==> src/design/imx_pkg.sv <==
package imx_pkg;
	localparam int unsigned IMX_BYTE_W = 8;
	localparam int unsigned IMX_FIFO_DEPTH = 8;
	localparam logic [3:0] IMX_BIT_LAST = 4'h7;
	localparam logic [3:0] IMX_BIT_ACK = 4'h8;
	localparam logic [7:0] IMX_BRG_ZERO = 8'h00;
	localparam logic [7:0] IMX_BYTE_RST = 8'h00;
	localparam logic [3:0] IMX_CNT_RST = 4'h0;
	typedef enum logic [3:0] {
		IMX_IDLE,
		IMX_TX_LOW,
		IMX_TX_HIGH,
		IMX_TX_WAIT,
		IMX_RX_LOW,
		IMX_RX_HIGH,
		IMX_ACK_LOW,
		IMX_ACK_HIGH,
		IMX_STOP_SDA,
		IMX_STOP_LOW,
		IMX_STOP_HIGH,
		IMX_STOP_REL,
		IMX_STOP_END
	} imx_state_t;
endpackage

==> src/design/imx_fifo.sv <==
`timescale 1ns/1ps
`default_nettype none
module imx_fifo #(
	parameter int unsigned WIDTH = 8,
	parameter int unsigned DEPTH = 8
) (
	input wire logic clk_i,
	input wire logic rst_n_i,
	input wire logic [WIDTH-1:0] in_data_i,
	input wire logic in_valid_i,
	output logic in_ready_o,
	output logic [WIDTH-1:0] out_data_o,
	output logic out_valid_o,
	input wire logic out_ready_i
);
	localparam int unsigned AW = $clog2(DEPTH);
	logic [WIDTH-1:0] mem_q [DEPTH];
	logic [AW-1:0] wr_q;
	logic [AW-1:0] rd_q;
	logic [AW:0] cnt_q;
	logic [AW:0] cnt_d;
	logic push;
	logic pop;
	assign out_valid_o = (cnt_q != '0);
	assign cnt_d = cnt_q + (AW+1)'(push) - (AW+1)'(pop);
	assign out_data_o = mem_q[rd_q];
	assign push = in_valid_i && in_ready_o;
	assign pop = out_valid_o && out_ready_i;
	always_ff @(posedge clk_i) begin
		if (push) begin
			mem_q[wr_q] <= in_data_i;
		end
	end
	always_ff @(posedge clk_i) begin
		if (!rst_n_i) begin
			wr_q <= '0;
			rd_q <= '0;
			cnt_q <= '0;
			in_ready_o <= 1'b1;
		end else begin
			// ready is registered from the next count so the port comes off a flop
			in_ready_o <= (cnt_d != (AW+1)'(DEPTH));
			if (push) begin
				wr_q <= (wr_q == AW'(DEPTH - 1)) ? '0 : wr_q + AW'(1);
			end
			if (pop) begin
				rd_q <= (rd_q == AW'(DEPTH - 1)) ? '0 : rd_q + AW'(1);
			end
			cnt_q <= cnt_d;
		end
	end
endmodule // imx_fifo
`default_nettype wire

==> src/design/imx_master.sv <==
`timescale 1ns/1ps
`default_nettype none
module imx_master
	import imx_pkg::*;
(
	input wire logic clk_i,
	input wire logic rst_n_i,
	input wire logic [7:0] wr_data_i,
	input wire logic wr_valid_i,
	output logic wr_ready_o,
	input wire logic buf_rd_i,
	output logic [7:0] tx_rx_buffer_o,
	input wire logic [7:0] baud_reload_value_i,
	input wire logic receive_request_set_i,
	input wire logic ack_sequence_request_set_i,
	input wire logic stop_request_set_i,
	input wire logic ack_value_bit_i,
	input wire logic irq_clear_i,
	input wire logic write_collision_flag_clear_i,
	input wire logic ov_clear_i,
	output logic buffer_full_flag_o,
	output logic ack_received_status_o,
	output logic transfer_irq_flag_o,
	output logic write_collision_flag_o,
	output logic receive_overflow_flag_o,
	output logic receive_request_o,
	output logic ack_sequence_request_o,
	output logic stop_request_o,
	output logic bus_release_seen_o,
	input wire logic scl_i,
	output logic scl_o,
	output logic scl_oe_o,
	input wire logic sda_i,
	output logic sda_o,
	output logic sda_oe_o
);
	imx_state_t st_q;
	logic [7:0] brg_q;
	logic [7:0] sh_q;
	logic [7:0] buf_q;
	logic [3:0] bit_q;
	logic scl_m_q, scl_s_q, sda_m_q, sda_s_q;
	logic scl_low_q, sda_low_q;
	logic bf_q, ack_q, irq_q, write_collision_flag_q, ov_q, receive_request_q, ack_sequence_request_q, pen_q, pseen_q;
	logic idle, brg_done, wr_take, wr_coll, rd_byte_done;
	logic [7:0] fifo_data;
	logic fifo_valid;
	logic fifo_ready;

	// the fifo takes firmware bytes; the engine pops one as soon as it is offered and sends it only when idle
	imx_fifo #(.WIDTH(IMX_BYTE_W), .DEPTH(IMX_FIFO_DEPTH)) u_fifo (
		.clk_i(clk_i),
		.rst_n_i(rst_n_i),
		.in_data_i(wr_data_i),
		.in_valid_i(wr_valid_i),
		.in_ready_o(wr_ready_o),
		.out_data_o(fifo_data),
		.out_valid_o(fifo_valid),
		.out_ready_i(fifo_ready)
	);

	assign idle = (st_q == IMX_IDLE) || (st_q == IMX_TX_WAIT);
	assign brg_done = (brg_q == IMX_BRG_ZERO);
	// pop whenever a byte is offered: either taken, or dropped as a collision
	assign fifo_ready = fifo_valid;
	assign wr_take = fifo_valid && idle && !receive_request_q && !ack_sequence_request_q && !pen_q;
	assign wr_coll = fifo_valid && !wr_take;
	assign rd_byte_done = (st_q == IMX_RX_HIGH) && brg_done && (bit_q == IMX_BIT_LAST);

	always_ff @(posedge clk_i) begin
		if (!rst_n_i) begin
			scl_m_q <= 1'b1;
			scl_s_q <= 1'b1;
			sda_m_q <= 1'b1;
			sda_s_q <= 1'b1;
		end else begin
			scl_m_q <= scl_i;
			scl_s_q <= scl_m_q;
			sda_m_q <= sda_i;
			sda_s_q <= sda_m_q;
		end
	end

	// baud generator: counts down, reloads on each phase change
	always_ff @(posedge clk_i) begin
		if (!rst_n_i) begin
			brg_q <= IMX_BRG_ZERO;
		end else if (wr_take) begin
			brg_q <= baud_reload_value_i;
		end else begin
			unique case (st_q)
				IMX_TX_HIGH, IMX_RX_HIGH, IMX_ACK_HIGH, IMX_STOP_HIGH: begin
					brg_q <= (!scl_s_q || brg_done) ? baud_reload_value_i : brg_q - 8'h01;
				end
				IMX_TX_LOW, IMX_RX_LOW, IMX_ACK_LOW, IMX_STOP_LOW, IMX_STOP_END: begin
					brg_q <= brg_done ? baud_reload_value_i : brg_q - 8'h01;
				end
				default: begin
					brg_q <= baud_reload_value_i;
				end
			endcase
		end
	end

	always_ff @(posedge clk_i) begin
		if (!rst_n_i) begin
			st_q <= IMX_IDLE;
			bit_q <= IMX_CNT_RST;
			sh_q <= IMX_BYTE_RST;
		end else begin
			unique case (st_q)
				IMX_IDLE, IMX_TX_WAIT: begin
					bit_q <= IMX_CNT_RST;
					if (wr_take) begin
						sh_q <= fifo_data;
						st_q <= IMX_TX_LOW;
					end else if (pen_q) begin
						st_q <= IMX_STOP_SDA;
					end else if (ack_sequence_request_q) begin
						st_q <= IMX_ACK_LOW;
					end else if (receive_request_q) begin
						st_q <= IMX_RX_LOW;
					end
				end
				IMX_TX_LOW: st_q <= brg_done ? IMX_TX_HIGH : st_q;
				IMX_TX_HIGH: begin
					if (scl_s_q && brg_done) begin
						if (bit_q == IMX_BIT_ACK) begin
							st_q <= IMX_TX_WAIT;
						end else begin
							sh_q <= {sh_q[6:0], 1'b0};
							bit_q <= bit_q + 4'h1;
							st_q <= IMX_TX_LOW;
						end
					end
				end
				IMX_RX_LOW: st_q <= brg_done ? IMX_RX_HIGH : st_q;
				IMX_RX_HIGH: begin
					if (scl_s_q && brg_done) begin
						sh_q <= {sh_q[6:0], sda_s_q};
						bit_q <= bit_q + 4'h1;
						st_q <= (bit_q == IMX_BIT_LAST) ? IMX_IDLE : IMX_RX_LOW;
					end
				end
				IMX_ACK_LOW: st_q <= brg_done ? IMX_ACK_HIGH : st_q;
				IMX_ACK_HIGH: st_q <= (scl_s_q && brg_done) ? IMX_IDLE : st_q;
				IMX_STOP_SDA: st_q <= sda_s_q ? st_q : IMX_STOP_LOW;
				IMX_STOP_LOW: st_q <= brg_done ? IMX_STOP_HIGH : st_q;
				IMX_STOP_HIGH: st_q <= (scl_s_q && brg_done) ? IMX_STOP_REL : st_q;
				IMX_STOP_REL: st_q <= (sda_s_q && scl_s_q) ? IMX_STOP_END : st_q;
				IMX_STOP_END: st_q <= brg_done ? IMX_IDLE : st_q;
			endcase
		end
	end

	// line drivers: registered so the pins never glitch
	always_ff @(posedge clk_i) begin
		if (!rst_n_i) begin
			scl_low_q <= 1'b0;
			sda_low_q <= 1'b0;
		end else begin
			unique case (st_q)
				IMX_TX_LOW: begin
					scl_low_q <= 1'b1;
					sda_low_q <= (bit_q == IMX_BIT_ACK) ? 1'b0 : !sh_q[7];
				end
				// pull scl low on the edge that ends a high phase, before sda may move
				IMX_TX_HIGH, IMX_RX_HIGH, IMX_ACK_HIGH: begin
					scl_low_q <= scl_s_q && brg_done;
				end
				IMX_STOP_HIGH: begin
					scl_low_q <= 1'b0;
				end
				IMX_RX_LOW: begin
					scl_low_q <= 1'b1;
					sda_low_q <= 1'b0;
				end
				IMX_ACK_LOW: begin
					scl_low_q <= 1'b1;
					sda_low_q <= !ack_value_bit_i;
				end
				IMX_STOP_SDA, IMX_STOP_LOW: begin
					scl_low_q <= 1'b1;
					sda_low_q <= 1'b1;
				end
				IMX_STOP_REL, IMX_STOP_END: begin
					scl_low_q <= 1'b0;
					sda_low_q <= 1'b0;
				end
				IMX_IDLE: begin
					sda_low_q <= (pen_q || ack_sequence_request_q) ? sda_low_q : 1'b0;
				end
				default: begin
					scl_low_q <= 1'b1;
				end
			endcase
		end
	end

	// open drain: the data side is always low, only the enables move
	always_ff @(posedge clk_i) begin
		if (!rst_n_i) begin
			scl_o <= 1'b0;
			sda_o <= 1'b0;
			scl_oe_o <= 1'b0;
			sda_oe_o <= 1'b0;
		end else begin
			scl_o <= 1'b0;
			sda_o <= 1'b0;
			scl_oe_o <= scl_low_q;
			sda_oe_o <= sda_low_q;
		end
	end

	always_ff @(posedge clk_i) begin
		if (!rst_n_i) begin
			bf_q <= 1'b0;
			buf_q <= IMX_BYTE_RST;
		end else if (wr_take) begin
			bf_q <= 1'b1;
			buf_q <= fifo_data;
		end else if (rd_byte_done) begin
			bf_q <= 1'b1;
			buf_q <= {sh_q[6:0], sda_s_q};
		end else if (st_q == IMX_TX_HIGH && scl_s_q && brg_done && bit_q == IMX_BIT_LAST) begin
			bf_q <= 1'b0;
		end else if (buf_rd_i) begin
			bf_q <= 1'b0;
		end
	end

	always_ff @(posedge clk_i) begin
		if (!rst_n_i) begin
			ack_q <= 1'b0;
		end else if (st_q == IMX_TX_HIGH && scl_s_q && brg_done && bit_q == IMX_BIT_ACK) begin
			ack_q <= sda_s_q;
		end
	end

	// set wins over a firmware clear in the same cycle
	always_ff @(posedge clk_i) begin
		if (!rst_n_i) begin
			irq_q <= 1'b0;
			write_collision_flag_q <= 1'b0;
			ov_q <= 1'b0;
		end else begin
			if ((st_q == IMX_TX_HIGH && scl_s_q && brg_done && bit_q == IMX_BIT_ACK)
				|| rd_byte_done || (st_q == IMX_ACK_HIGH && scl_s_q && brg_done)
				|| (st_q == IMX_STOP_END && brg_done)) begin
				irq_q <= 1'b1;
			end else if (irq_clear_i) begin
				irq_q <= 1'b0;
			end
			if (wr_coll) begin
				write_collision_flag_q <= 1'b1;
			end else if (write_collision_flag_clear_i) begin
				write_collision_flag_q <= 1'b0;
			end
			if (rd_byte_done && bf_q && !buf_rd_i) begin
				ov_q <= 1'b1;
			end else if (ov_clear_i) begin
				ov_q <= 1'b0;
			end
		end
	end

	always_ff @(posedge clk_i) begin
		if (!rst_n_i) begin
			receive_request_q <= 1'b0;
			ack_sequence_request_q <= 1'b0;
			pen_q <= 1'b0;
			pseen_q <= 1'b0;
		end else begin
			if (rd_byte_done) begin
				receive_request_q <= 1'b0;
			end else if (receive_request_set_i && idle && !ack_sequence_request_q && !pen_q) begin
				receive_request_q <= 1'b1;
			end
			if (st_q == IMX_ACK_HIGH && scl_s_q && brg_done) begin
				ack_sequence_request_q <= 1'b0;
			end else if (ack_sequence_request_set_i && idle && !receive_request_q && !pen_q) begin
				ack_sequence_request_q <= 1'b1;
			end
			if (st_q == IMX_STOP_END && brg_done) begin
				pen_q <= 1'b0;
			end else if (stop_request_set_i && idle && !receive_request_q && !ack_sequence_request_q) begin
				pen_q <= 1'b1;
				pseen_q <= 1'b0;
			end
			if (st_q == IMX_STOP_REL && sda_s_q && scl_s_q) begin
				pseen_q <= 1'b1;
			end
		end
	end

	assign tx_rx_buffer_o = buf_q;
	assign buffer_full_flag_o = bf_q;
	assign ack_received_status_o = ack_q;
	assign transfer_irq_flag_o = irq_q;
	assign write_collision_flag_o = write_collision_flag_q;
	assign receive_overflow_flag_o = ov_q;
	assign receive_request_o = receive_request_q;
	assign ack_sequence_request_o = ack_sequence_request_q;
	assign stop_request_o = pen_q;
	assign bus_release_seen_o = pseen_q;
endmodule // imx_master
`default_nettype wire

==> config.mk <==
export PLATFORM = sky130hd
export DESIGN_NAME = imx_master
export DESIGN_NICKNAME = d
export VERILOG_FILES = /design/src/design/imx_pkg.sv /design/src/design/imx_fifo.sv /design/src/design/imx_master.sv
export SDC_FILE = /design/constraint.sdc
export NUM_CORES = 1
export LEC_CHECK = 0
export ABC_CLOCK_PERIOD_IN_PS = 7900
export BUFFER_PORTS_ARGS = -buffer_cell sky130_fd_sc_hd__clkbuf_2
export CORE_UTILIZATION = 50
export DETAILED_ROUTE_END_ITERATION = 10
export PLACE_DENSITY = 0.69
export SETUP_SLACK_MARGIN = 0.2
export SYNTH_ARGS = -nofsm -noshare
export SYNTH_HDL_FRONTEND = slang
export SYNTH_SLANG_ARGS = --single-unit
==> constraint.sdc <==
create_clock -name clk_i -period 7.9 [get_ports clk_i]
set_input_delay 0.395 -clock clk_i [delete_from_list [all_inputs] [get_ports clk_i]]
set_output_delay 0.395 -clock clk_i [all_outputs]
set_load 0.01 [all_outputs]
==> results.py <==
metrics = {
    "cts": {
        "clock_sinks": 127,
        "insertion_delay_ns": 0.43,
        "path_clk_slew_ns": 0.06,
        "clock-root-buffer": "clkbuf_16",
        "htree_levels": 4,
        "numCtsBuffers": 17,
        "tritoncts": "yes",
        "postCtsHoldBufs": 0,
        "clk_path_buf_depth": 2,
        "cts_resized": 0,
        "post_cts_buffers": 0,
    },
    "logic_synthesis": {
        "synthAdderAreaFrac": 0.0296,
        "syn_avg_cell_area_um2": 11.3,
        "synthTopCellsByArea": "edfxtp_1, dfxtp_1, mux4_2",
        "synth_top_family_by_area": "simple AND/OR/NAND/NOR gates",
        "synth_xor_area_frac": 0.0137,
        "synth_cells": 509,
        "synth_area_mm2": 0.00574,
        "yosysTopAreaCellShare": 0.335,
        "ys_ff_latch": 127,
        "yosys_warnings": 0,
        "synthFlopType": "edfxtp_1",
        "synth_compound_area_frac": 0.124,
        "synth_top_area_cell": "edfxtp_1",
        "seq_area_frac_synth": 0.554,
        "async_reset_ff_frac": 0,
        "ys_types": 68,
        "synth_mux_area_frac": 0.0861,
        "synth_enable_flop_cells": 64,
        "synth-simple-area-share": 0.153,
    },
    "outcome": {
        "status": "finished clean",
    },
    "cells_and_area": {
        "area_growth_syn_to_layout_pct": 15.7,
        "drive_gt1_frac": 0.211,
        "nets": 594,
        "multi_input_area_mm2": 0.00235,
        "num_antenna_cells": 0,
        "regArea_mm2": 0.00318,
        "design_area_mm2": 0.00665,
        "fillers": 891,
    },
    "floorplanning": {
        "die_h_um": 109,
        "coreArea_mm2": 0.0110,
        "num_io_pins": 51,
        "die-width_um": 109,
        "die_area_mm2": 0.0119,
        "rows": 38,
        "initial_core_util": 0.521,
    },
    "sta": {
        "setup_viol": 0,
        "hold_violations": 0,
        "tns_ns": 0,
        "skew_ns": 0.00670,
        "final.period_utilization": 0.357,
        "timing.fmax_mhz": 355,
        "period_minus_slack_ns": 2.82,
        "slew_violations": 0,
        "slew_headroom": 0.301,
        "tightest_slew_ns": 1.05,
        "rsz0062_at_grt": "false",
    },
    "route": {
        "ant_nets": 0,
        "num_vias": 4022,
        "routed_via_density": 5.70,
        "first_iter_violations": 191,
        "wl_per_cell_um": 16.9,
        "drc": 0,
        "firstDrtPassIters": 4,
        "totalWireLength_um": 11900,
    },
    "critical_path": {
        "path_buf_inv": 0,
        "critical_path_class": "flip-flop to flip-flop",
        "critPathLaunchType": "flip-flop",
        "cp-startpoint": "st_q[2]",
        "cp_cell_sequence": "nor2b_1 -> nand3b_1 -> nor3_2 -> mux2_2 -> nor2_1 -> a211oi_1",
        "cp_max_fo": 29,
        "cp_slowest_cell": "dfxtp_1",
        "slowest_delay_ns": 0.86,
        "crit_family": "simple AND/OR/NAND/NOR gates",
        "arrival_ns": 3.10,
        "required_ns": 8.18,
        "worst-r2r-setup-slack_ns": 5.08,
        "crit-reg2reg-launch": "st_q[2]",
        "end_kind": "flip-flop",
    },
    "placed_design": {
        "place_hpwl_um": 7880,
        "gp_congestion": 0.911,
        "place_area_mm2": 0.00606,
        "portBuffers": 48,
    },
    "flow_run": {
        "cap_violations": 0,
    },
    "global_routing": {
        "grt_pass1_wl_um": 19400,
        "grt.busiest_layer": "met2",
        "grt_overflow": 0,
        "track_usage": 0.224,
        "grt_use_met1": 0.272,
        "use_met2": 0.358,
        "use_met3": 0.0550,
        "first_global_vias": 3908,
        "grt_max_degree": 38,
        "antenna_found_initial": 0,
    },
    "hold_path": {
        "holdCritStartpoint": "scl_i",
        "hold_path_class": "primary input to flip-flop",
    },
    "power_and_ir_drop": {
        "p_per_area_mw_per_mm2": 395,
        "p_leak_nw": 2.45,
        "ir_worst_vdd_mv": 0.272,
    },
}
[synthesized netlist by cell type (all sizes together) (3+ instances only)]
cell,number
nand3,4
a22oi,4
a311oi,3
ha,12
xor2,3
mux4,16
nor4,3
a221oi,6
clkbuf,7
xnor2,6
a21oi,47
nor2b,8
o21ai,22
nand2b,12
edfxtp,64
dfxtp,63
o22ai,3
a211oi,8
or3b,3
nor3b,6
mux2,3
nand2,34
inv,19
a31oi,5
buf,23
nor2,61
nand3b,8
mux2i,10
nor3,12
and2,8
[per-stage QoR]
stage | setup WS (ns) | utilization | hold slack [ns] | total power, mW | std cells
6_report | 5.08 | 0.602 | 0.151 | 2.63 | 705
5_1_grt | 4.78 | 0.602 | 0.149 | 2.80 | 705
4_1_cts | 5.05 | 0.602 | 0.151 | 2.64 | 705
3_5_place_dp | 5.10 | 0.549 | 0.395 | 1.86 | 673
3_3_place_gp | 5.18 | 0.549 | 0.391 | 1.84 | 673
2_1_floorplan | 5.39 | - | 0.386 | 1.66 | 510
[path summary, 6_finish.rpt]
| path | endpoint | cells after the start |
|---|---|---|
| max | tx_rx_buffer_o[1] | 6 |
| min | scl_m_q | 2 |
| max reg2reg | tx_rx_buffer_o[1] | 6 |
| min reg2reg | sda_s_q | 1 |
[routing by layer]
metal	routed length [um]	part of all wire
met1	5220	0.44
met2	5690	0.48
met3	659	0.055
met4	338	0.028
met5	0	0
[kinds of logic after synthesis]
group,Yosys count
and+or+nand+nor,168
DFF,127
AOI/OAI and AO/OA,113
buffers and inverters,49
muxes,29
adders and majority gates,13
xor gates and xnor gates,9
other,1
[power breakdown]
| part | internal, mW | leakage [nW] | switching, mW | total, mW |
|---|---|---|---|---|
| clock | 0.467 | 0.273 | 0.300 | 0.766 |
| sequential | 0.812 | 1.10 | 0.160 | 0.972 |
| combinational | 0.398 | 1.07 | 0.491 | 0.889 |
| total | 1.68 | 2.45 | 0.951 | 2.63 |
[worst register-to-register path: cells and delay by family (launching register included)]
family | cells | cell delay, ns
AOI/OAI and AO/OA | 1 | 0.06
DFF | 1 | 0.86
muxes | 1 | 0.41
and+or+nand+nor | 4 | 1.33
[cell usage in the layout, fill, tap and decap left out, types with 3 or more instances in the layout]
| cell | instances |
|---|---|
| edfxtp_1 | 64 |
| dfxtp_1 | 63 |
| nor2_1 | 60 |
| clkbuf_2 | 48 |
| a21oi_1 | 46 |
| nand2_1 | 32 |
| o21ai_0 | 21 |
| inv_1 | 18 |
| clkbuf_16 | 17 |
| mux4_2 | 16 |
| nand2b_1 | 12 |
| ha_1 | 12 |
| nor3_1 | 11 |
| mux2i_1 | 10 |
| nor2b_1 | 8 |
| nand3b_1 | 7 |
| and2_1 | 7 |
| xnor2_1 | 6 |
| a211oi_1 | 6 |
| a221oi_1 | 6 |
| a31oi_1 | 5 |
| buf_4 | 5 |
| a22oi_1 | 4 |
| nand3_1 | 4 |
| clkinvlp_4 | 4 |
| nor3b_1 | 3 |
| nor3b_2 | 3 |
| xor2_1 | 3 |
| o22ai_1 | 3 |
| a311oi_1 | 3 |
| inv_6 | 3 |
| clkinv_4 | 3 |
[state kept, by name, summed over array words and instances (netlist names), 3 cells and up, named ones only]
register and count:
tx_rx_buffer_o 8, brg_q 8, u_fifo.cnt_q 4, st_q 4, bit_q 4, u_fifo.mem_q 64, u_fifo.rd_q 3, sh_q 8
u_fifo.wr_q 3
[cell type report]
class / instances / area share
multi-input cells: 334 / 0.354
inverters: 19 / 0.0107
well taps: 140 / 0.0264
repair buffers: 53 / 0.0418
clock buffers: 17 / 0.0640
clock inverters: 15 / 0.0243
flip-flops and latches: 127 / 0.479
Power figures use the tool's default switching activity.
